--- config.mk ---
export PLATFORM = sky130hd
export DESIGN_NAME = adc_core_trim_register_bank
export DESIGN_NICKNAME = d
export VERILOG_FILES = /design/src/adc_trim_pkg.sv /design/src/trim_fuse_loader.sv /design/src/timing_adjust_select.sv /design/src/adc_core_trim_register_bank.sv
export SDC_FILE = /design/constraint.sdc
export NUM_CORES = 1
export LEC_CHECK = 0
export BUFFER_PORTS_ARGS = -buffer_cell sky130_fd_sc_hd__buf_4
export CORE_ASPECT_RATIO = 0.6
export CORE_MARGIN = 2
export CORE_UTILIZATION = 55
export CTS_BUF_LIST = sky130_fd_sc_hd__clkbuf_4
export CTS_CLUSTER_DIAMETER = 50
export CTS_CLUSTER_SIZE = 40
export DETAILED_ROUTE_END_ITERATION = 6
export MAX_ROUTING_LAYER = met4
export PLACE_DENSITY_LB_ADDON = 0.2
export SKIP_CTS_REPAIR_TIMING = 1
export SYNTH_ARGS = -nofsm -noshare
export SYNTH_HDL_FRONTEND = slang
export SYNTH_SLANG_ARGS = --single-unit
--- constraint.sdc ---
create_clock -name i_clock -period 2.5 [get_ports i_clock]
set_clock_uncertainty 0.1 [all_clocks]
set_input_delay 0.25 -clock i_clock [delete_from_list [all_inputs] [get_ports i_clock]]
set_output_delay 0.25 -clock i_clock [all_outputs]
set_load 0.02 [all_outputs]
--- src/adc_trim_pkg.sv ---
`default_nettype none

package adc_trim_pkg;

    // Register port
    localparam int ADDR_W = 12;
    localparam int DATA_W = 8;

    // Register offsets, one byte each
    localparam logic [11:0] OFF_TIMING_B_SINGLE_BG = 12'h085;
    localparam logic [11:0] OFF_TIMING_A_DUAL = 12'h086;
    localparam logic [11:0] OFF_TIMING_C_FOR_A_DUAL = 12'h087;
    localparam logic [11:0] OFF_TIMING_C_FOR_B_DUAL = 12'h088;
    localparam logic [11:0] OFF_TIMING_B_DUAL = 12'h089;
    localparam logic [11:0] OFF_OFFSET_A_LO = 12'h08a;
    localparam logic [11:0] OFF_OFFSET_A_HI = 12'h08b;

    // Timing-adjust bank indices, index = offset - first offset
    localparam int TADJ_COUNT = 5;
    localparam int IDX_B_SINGLE_BG = 0;
    localparam int IDX_A_DUAL = 1;
    localparam int IDX_C_FOR_A_DUAL = 2;
    localparam int IDX_C_FOR_B_DUAL = 3;
    localparam int IDX_B_DUAL = 4;

    // Offset-adjust field layout
    localparam int OADJ_W = 16;
    localparam int OADJ_VALUE_W = 12;
    localparam int OADJ_RSVD_LSB = 12;

    // Values after reset, before the factory trim is loaded
    localparam logic [7:0] TADJ_RESET = 8'h00;
    localparam logic [15:0] OADJ_RESET = 16'h0000;
    localparam logic [3:0] OADJ_RSVD_RESET = 4'h0;
    localparam logic [7:0] RDATA_IDLE = 8'h00;

    // Converter cores
    localparam int CORE_COUNT = 3;
    localparam int CORE_A = 0;
    localparam int CORE_B = 1;
    localparam int CORE_C = 2;

    // Factory trim load sequence
    typedef enum logic [1:0] {FUSE_WAIT, FUSE_LOAD, FUSE_DONE} fuse_state_type;
    localparam fuse_state_type FUSE_RESET_STATE = FUSE_WAIT;

endpackage

`default_nettype wire

--- src/trim_fuse_loader.sv ---
`default_nettype none

module trim_fuse_loader (
    // Clock and reset
    input wire logic i_clock,
    input wire logic i_rst_n,
    // Load control
    output logic o_load,
    output logic o_done
);

    typedef struct packed {
        adc_trim_pkg::fuse_state_type state;
    } loader_state_type;

    loader_state_type state_r;
    loader_state_type state_nxt;

    // Factory values are copied once, on the second edge after reset release
    always_comb begin
        state_nxt = state_r;
        case (state_r.state)
            adc_trim_pkg::FUSE_WAIT: begin
                state_nxt.state = adc_trim_pkg::FUSE_LOAD;
            end
            adc_trim_pkg::FUSE_LOAD: begin
                state_nxt.state = adc_trim_pkg::FUSE_DONE;
            end
            adc_trim_pkg::FUSE_DONE: begin
                state_nxt.state = adc_trim_pkg::FUSE_DONE;
            end
            default: begin
                state_nxt.state = adc_trim_pkg::FUSE_RESET_STATE;
            end
        endcase
    end

    always_ff @(posedge i_clock or negedge i_rst_n) begin
        if (!i_rst_n) begin
            state_r <= '{state: adc_trim_pkg::FUSE_RESET_STATE};
        end else begin
            state_r <= state_nxt;
        end
    end

    assign o_load = (state_r.state == adc_trim_pkg::FUSE_LOAD);
    assign o_done = (state_r.state == adc_trim_pkg::FUSE_DONE);
endmodule

`default_nettype wire

--- src/timing_adjust_select.sv ---
`default_nettype none

module timing_adjust_select #(
    parameter int CORES = adc_trim_pkg::CORE_COUNT
) (
    // Bank contents
    input wire logic [adc_trim_pkg::TADJ_COUNT-1:0][7:0] i_tadj,
    // Operating state
    input wire logic i_dual_mode,
    input wire logic i_bg_phase,
    // Per-core result
    output logic [CORES-1:0][7:0] o_timing,
    output logic [CORES-1:0] o_valid
);

    for (genvar c = 0; c < CORES; c++) begin : g_core
        logic [7:0] pick;
        logic use_bank;
        always_comb begin
            pick = adc_trim_pkg::TADJ_RESET;
            use_bank = 1'b0;
            if (i_dual_mode) begin
                use_bank = 1'b1;
                if (c == adc_trim_pkg::CORE_A) begin
                    pick = i_tadj[adc_trim_pkg::IDX_A_DUAL];
                end else if (c == adc_trim_pkg::CORE_B) begin
                    pick = i_tadj[adc_trim_pkg::IDX_B_DUAL];
                end else if (i_bg_phase) begin
                    pick = i_tadj[adc_trim_pkg::IDX_C_FOR_B_DUAL];
                end else begin
                    pick = i_tadj[adc_trim_pkg::IDX_C_FOR_A_DUAL];
                end
            end else if (c == adc_trim_pkg::CORE_B && !i_bg_phase) begin
                // Core B, single-channel, background phase 0
                use_bank = 1'b1;
                pick = i_tadj[adc_trim_pkg::IDX_B_SINGLE_BG];
            end
        end
        assign o_timing[c] = pick;
        assign o_valid[c] = use_bank;
    end

endmodule

`default_nettype wire

--- src/adc_core_trim_register_bank.sv ---
// Decided for this implementation: the strobed register port.
`default_nettype none

module adc_core_trim_register_bank (
    // Clock and reset
    input wire logic i_clock,
    input wire logic i_rst_n,
    // Register port
    input wire logic [adc_trim_pkg::ADDR_W-1:0] i_addr,
    input wire logic [adc_trim_pkg::DATA_W-1:0] i_wdata,
    input wire logic i_wr,
    input wire logic i_rd,
    output logic [adc_trim_pkg::DATA_W-1:0] o_rdata,
    // Factory trim values
    input wire logic [7:0] i_factory_timing_b_single_bg,
    input wire logic [7:0] i_factory_timing_a_dual,
    input wire logic [7:0] i_factory_timing_c_for_a_dual,
    input wire logic [7:0] i_factory_timing_c_for_b_dual,
    input wire logic [7:0] i_factory_timing_b_dual,
    input wire logic [11:0] i_factory_offset_a_input_a,
    // Operating state
    input wire logic i_dual_channel_mode,
    input wire logic i_background_phase,
    input wire logic i_core_a_samples_input_a,
    // Calibration state
    input wire logic i_foreground_calibration_busy,
    input wire logic i_foreground_calibration_done,
    input wire logic i_offset_calibration_enable,
    input wire logic i_background_calibration_enable,
    input wire logic i_background_offset_calibration_enable,
    input wire logic i_calibration_stopped_flag,
    // Core controls
    output logic [7:0] o_core_a_timing,
    output logic [7:0] o_core_b_timing,
    output logic [7:0] o_core_c_timing,
    output logic [2:0] o_core_timing_valid,
    output logic [11:0] o_core_a_offset,
    output logic o_core_a_offset_apply,
    // Status
    output logic o_trim_loaded,
    output logic o_offset_write_hazard,
    output logic o_offset_read_hazard
);

    localparam int CORES = adc_trim_pkg::CORE_COUNT;
    localparam int TADJ_N = adc_trim_pkg::TADJ_COUNT;

    typedef struct packed {
        logic [TADJ_N-1:0][7:0] tadj;
        logic [adc_trim_pkg::OADJ_W-1:0] oadj;
        logic [7:0] rdata;
        logic [CORES-1:0][7:0] core_timing;
        logic [CORES-1:0] core_valid;
        logic [11:0] core_a_offset;
        logic core_a_apply;
        logic loaded;
        logic wr_hazard;
        logic rd_hazard;
    } trim_state_type;

    trim_state_type state_r;
    trim_state_type state_nxt;

    logic fuse_load;
    logic fuse_done;
    logic [TADJ_N-1:0][7:0] factory_tadj;
    logic [CORES-1:0][7:0] sel_timing;
    logic [CORES-1:0] sel_valid;
    logic hit_oadj;

    trim_fuse_loader u_loader (
        .i_clock(i_clock),
        .i_rst_n(i_rst_n),
        .o_load(fuse_load),
        .o_done(fuse_done)
    );

    timing_adjust_select #(
        .CORES(CORES)
    ) u_select (
        .i_tadj(state_r.tadj),
        .i_dual_mode(i_dual_channel_mode),
        .i_bg_phase(i_background_phase),
        .o_timing(sel_timing),
        .o_valid(sel_valid)
    );

    assign factory_tadj[adc_trim_pkg::IDX_B_SINGLE_BG] = i_factory_timing_b_single_bg;
    assign factory_tadj[adc_trim_pkg::IDX_A_DUAL] = i_factory_timing_a_dual;
    assign factory_tadj[adc_trim_pkg::IDX_C_FOR_A_DUAL] = i_factory_timing_c_for_a_dual;
    assign factory_tadj[adc_trim_pkg::IDX_C_FOR_B_DUAL] = i_factory_timing_c_for_b_dual;
    assign factory_tadj[adc_trim_pkg::IDX_B_DUAL] = i_factory_timing_b_dual;

    assign hit_oadj = (i_addr == adc_trim_pkg::OFF_OFFSET_A_LO) ||
                      (i_addr == adc_trim_pkg::OFF_OFFSET_A_HI);

    always_comb begin
        state_nxt = state_r;
        state_nxt.rdata = adc_trim_pkg::RDATA_IDLE;

        // Factory trim copied in once after reset
        if (fuse_load) begin
            state_nxt.tadj = factory_tadj;
            state_nxt.oadj = {adc_trim_pkg::OADJ_RSVD_RESET, i_factory_offset_a_input_a};
        end
        state_nxt.loaded = fuse_done;

        // Software write wins over a same-cycle factory load
        if (i_wr) begin
            for (int i = 0; i < TADJ_N; i++) begin
                if (i_addr == 12'(adc_trim_pkg::OFF_TIMING_B_SINGLE_BG + 12'(i))) begin
                    state_nxt.tadj[i] = i_wdata;
                end
            end
            if (i_addr == adc_trim_pkg::OFF_OFFSET_A_LO) begin
                state_nxt.oadj[7:0] = i_wdata;
            end
            if (i_addr == adc_trim_pkg::OFF_OFFSET_A_HI) begin
                state_nxt.oadj[15:8] = i_wdata;
            end
        end

        // Read data stands for one cycle, unmapped reads return zero
        if (i_rd) begin
            for (int i = 0; i < TADJ_N; i++) begin
                if (i_addr == 12'(adc_trim_pkg::OFF_TIMING_B_SINGLE_BG + 12'(i))) begin
                    state_nxt.rdata = state_r.tadj[i];
                end
            end
            if (i_addr == adc_trim_pkg::OFF_OFFSET_A_LO) begin
                state_nxt.rdata = state_r.oadj[7:0];
            end
            if (i_addr == adc_trim_pkg::OFF_OFFSET_A_HI) begin
                state_nxt.rdata = state_r.oadj[15:8];
            end
        end

        // Flag software accesses made while calibration owns the offset
        state_nxt.wr_hazard = i_wr && hit_oadj &&
            (i_foreground_calibration_busy ||
             (i_background_calibration_enable && i_background_offset_calibration_enable));
        state_nxt.rd_hazard = i_rd && hit_oadj &&
            ((i_offset_calibration_enable && !i_background_offset_calibration_enable &&
              !i_foreground_calibration_done) ||
             (i_background_calibration_enable && i_background_offset_calibration_enable &&
              !i_calibration_stopped_flag));

        // Core controls
        state_nxt.core_timing = sel_timing;
        state_nxt.core_valid = sel_valid;
        state_nxt.core_a_apply = i_core_a_samples_input_a;
        state_nxt.core_a_offset = i_core_a_samples_input_a ?
            state_r.oadj[adc_trim_pkg::OADJ_VALUE_W-1:0] : 12'h000;
    end

    always_ff @(posedge i_clock or negedge i_rst_n) begin
        if (!i_rst_n) begin
            state_r <= '{tadj: {TADJ_N{adc_trim_pkg::TADJ_RESET}},
                         oadj: adc_trim_pkg::OADJ_RESET,
                         rdata: adc_trim_pkg::RDATA_IDLE,
                         default: '0};
        end else begin
            state_r <= state_nxt;
        end
    end

    assign o_rdata = state_r.rdata;
    assign o_core_a_timing = state_r.core_timing[adc_trim_pkg::CORE_A];
    assign o_core_b_timing = state_r.core_timing[adc_trim_pkg::CORE_B];
    assign o_core_c_timing = state_r.core_timing[adc_trim_pkg::CORE_C];
    assign o_core_timing_valid = state_r.core_valid;
    assign o_core_a_offset = state_r.core_a_offset;
    assign o_core_a_offset_apply = state_r.core_a_apply;
    assign o_trim_loaded = state_r.loaded;
    assign o_offset_write_hazard = state_r.wr_hazard;
    assign o_offset_read_hazard = state_r.rd_hazard;
endmodule

`default_nettype wire

==> out/metrics.csv <==
stage,metric,value,unit
hold_path,hold_class,in -> reg,
synthesis,syn_area_per_cell,10.6,µm²
global_route,antenna_found_initial,0,
placed_design,place_area,6370,µm²
sta,timing_hold_violations_final,6,
route,first_pass_iters,4,
sta,max_slew_margin,57.3,%
cts,cts_buffers,9,
sta,fin_ws,0.106,ns
cts,tritoncts,done,
layout,final_cells,790,
cts,path_clk_slew,0.17,ns
setup_path,worstPathArrival,2.68,ns
cts,cts.sinks,108,
synthesis,synth_top_family_by_area,multiplexers,
setup_path,crit_family,simple AND/OR/NAND/NOR gates,
synthesis,synthAdderAreaFrac,0.671,%
power_and_ir_drop,p_leak,0.00306,µW
sta,final.period_utilization,95.7,%
layout,layout.nets,738,
placed_design,portBuffers,135,
sta,rsz0062_at_grt,no,
global_route,first_global_vias,4229,
sta,fmax,418,MHz
route,ant_nets,0,
sta,slew_violations,0,
floorplan,row_count,28,
floorplan,die_w,134,µm
sta,setup_violations,0,
setup_path,cp_slowest_cell,or4_1,
route,via_count,4486,
global_route,track_usage,27.2,%
floorplan,die_y,82.1,µm
flow_run,maxCapViolCount,0,
global_route,grt_max_degree,61,
placed_design,placed_cells,725,
synthesis,yosysUniqueCellTypes,42,
cts,worst_skew_pair.late_latency,0.48,ns
layout,drive_gt1_share,30.5,%
cts,root_buffer,clkbuf_4,
sta,setup_tns,0,ns
setup_path,path_max_fanout,8,
setup_path,worstPathCellList,"buf_4, or4_4, or4_1, mux2_4, dlygate4sd3_1",
floorplan,coreArea,9880,µm²
layout,final_area,7010,µm²
synthesis,ys_ff_latch,108,
setup_path,crit_type,in -> reg,
setup_path,cp-end-kind,register,
synthesis,synthMuxAreaShare,17.3,%
synthesis,synth_cells,526,
synthesis,synth-seq-area-share,48.3,%
route,drt_wl_total,14.6,mm
sta,whs,-0.0191,ns
synthesis,synth_compound_area_share,9.39,%
synthesis,yosys_warnings,0,
placed_design,gp_congestion,0.933,
route,drt_iter0_markers,409,
run_status,violations,negative hold slack,
power_and_ir_drop,power_density,476,nW/µm²
route,drc,0,
layout,postLayoutCoreUtil,70.9,%
synthesis,yosys.area_share.simple,14.8,%
sta,worst_pin_slew,0.640,ns
global_route,grt_overflow,0,
cts,htreeDepth,3,
route,viasPerCell,5.68,
run_status,status,finished with violations,
placed_design,pre_cts_ws,0.139,ns
setup_path,critPathLaunchType,input pin,
sta,fin_crit,2.39,ns
setup_path,cpPeakStageDelay,0.78,ns
layout,antenna_cells,0,
floorplan,start_util,56.7,%
synthesis,synth-xor-area-share,0,%
cts,cts_buffer_depth,2,
synthesis,syn_nets,614,
global_route,grt_first_pass_wirelength,22.0,mm
floorplan,dieArea,11000,µm²
layout,syn_to_final_growth,25.2,%
floorplan,io_pins,136,
setup_path,cp_num_buf_inv,2,
route,wire_per_inst,18.5,µm
setup_path,required,2.79,ns
power_and_ir_drop,ir_worst_vdd,0.000285,V
synthesis,syn_area,5600,µm²
placed_design,place_hpwl,10.3,mm
==> power breakdown <==
part	internal (µW)	switching (µW)	total (µW)
clock	311	589	899
combinational	290	273	562
sequential	1830	50.9	1880
==> worst paths after layout <==
| path | from | end | slack, ns | cells after the start |
|---|---|---|---|---|
| max in group asynchronous | i_rst_n | o_core_a_timing[4] | 1.35 | 3 |
| setup / recovery | i_addr[9] | state_r[91] | 0.11 | 5 |
| setup reg to reg | u_loader.state_r[1] | state_r[91] | 0.26 | 5 |
| min in group asynchronous | i_rst_n | o_trim_loaded | 0.19 | 2 |
| hold reg to reg | state_r[61] | o_core_a_offset[10] | 0.43 | 1 |
| hold / removal | i_factory_offset_a_input_a[5] | state_r[56] | -0.02 | 3 |
==> flip-flops by register name (all words and copies together), names as in the netlist <==
signal                 flops
o_core_a_offset           12
o_core_a_offset_apply      1
o_core_a_timing            8
o_core_b_timing            8
o_core_c_timing            8
o_core_timing_valid        2
o_offset_read_hazard       1
o_offset_write_hazard      1
o_rdata                    8
o_trim_loaded              1
state_r                   56
u_loader.state_r           2
==> synthesized netlist by cell type <==
cell       instances  area, µm²
a211o_1            1       8.76
or3_1              2       12.5
nor2_1             5       18.8
buf_4             48        360
nor2b_1           17        106
o22a_1             4       35.0
or4b_2             1       10.0
nand4_1            2       12.5
mux2_4             8        120
or2_1              1       6.26
o211ai_1           1       7.51
or2_0              1       6.26
or3b_2             1       8.76
nand4b_1           3       26.3
o22ai_1            3       18.8
nand2b_1          12       75.1
and2_1            20        125
ha_1               3       37.5
a21oi_1           55        275
clkbuf_1          29        109
or4_1              1       7.51
nor4_1             1       6.26
a2bb2oi_1          3       26.3
or4_4              1       11.3
buf_2              3       15.0
nor3b_1            4       30.0
nand2_1           17       63.8
buf_1              2       7.51
o21ai_0           14       70.1
or2_2              3       18.8
nor4b_4            1       23.8
dfrtp_1          108       2700
mux2_2            20        225
mux2i_1           62        621
nand3_1            3       15.0
o31ai_1            4       30.0
nor3_1            49        245
buf_6              3       33.8
inv_1              3       11.3
a22oi_1            4       30.0
o32ai_1            1       8.76
a211oi_1           2       15.0
==> cells by family after synthesis <==
kind of cell               after synthesis
buffers and inverters                   88
muxes                                   90
adders and majority gates                3
DFF                                    108
AOI/OAI and AO/OA                       92
and+or+nand+nor                        145
==> worst register-to-register path, delay by kind of cell (launching register included) <==
kind	cells	cell delay, ns
DFF	1	0.42
adders and majority gates	1	0.38
buffers and inverters	2	0.63
muxes	2	0.62
==> area by class of cell <==
class,count,area [µm²]
Clock buffer,9,67.6
Clock inverter,7,76.3
Fill cell,735,2870
Inverter,3,11.3
Multi-Input combinational cell,330,2360
Sequential cell,108,2700
Tap cell,135,169
Timing Repair Buffer,198,1620
==> cells in the final DEF (no fill, tap or decap), drive strengths merged, types with 5 or more instances in the layout <==
master       Yosys  final
and2            20     20
nor2b           17     17
buf             56    149
a21oi           55     55
clkbuf          29      9
dlygate4sd3      0     49
mux2i           62     62
mux2            28     28
nor2             5      5
o21ai           14     14
nand2b          12     12
nor3            49     49
nand2           17     17
or2              5      5
dfrtp          108    108
==> metrics by stage <==
step | hold slack [ns] | total power, µW
after CTS | -0.332 | 3290
after global placement | 0.207 | 2390
after global routing | 0.00171 | 3480
after floorplan | -0.146 | 2170
final | -0.0191 | 3340
after detailed placement | 0.216 | 2410
==> per-layer routing <==
layer  vias to the layer above  wire (µm)  track usage (%)
li1                       2050          -                -
met3                        29       1050             5.68
met2                       209       6920             43.2
met4                         0        281             7.68
met1                      2198       6400             36.3
met5                         -          0                -
Power figures use the tool's default switching activity.
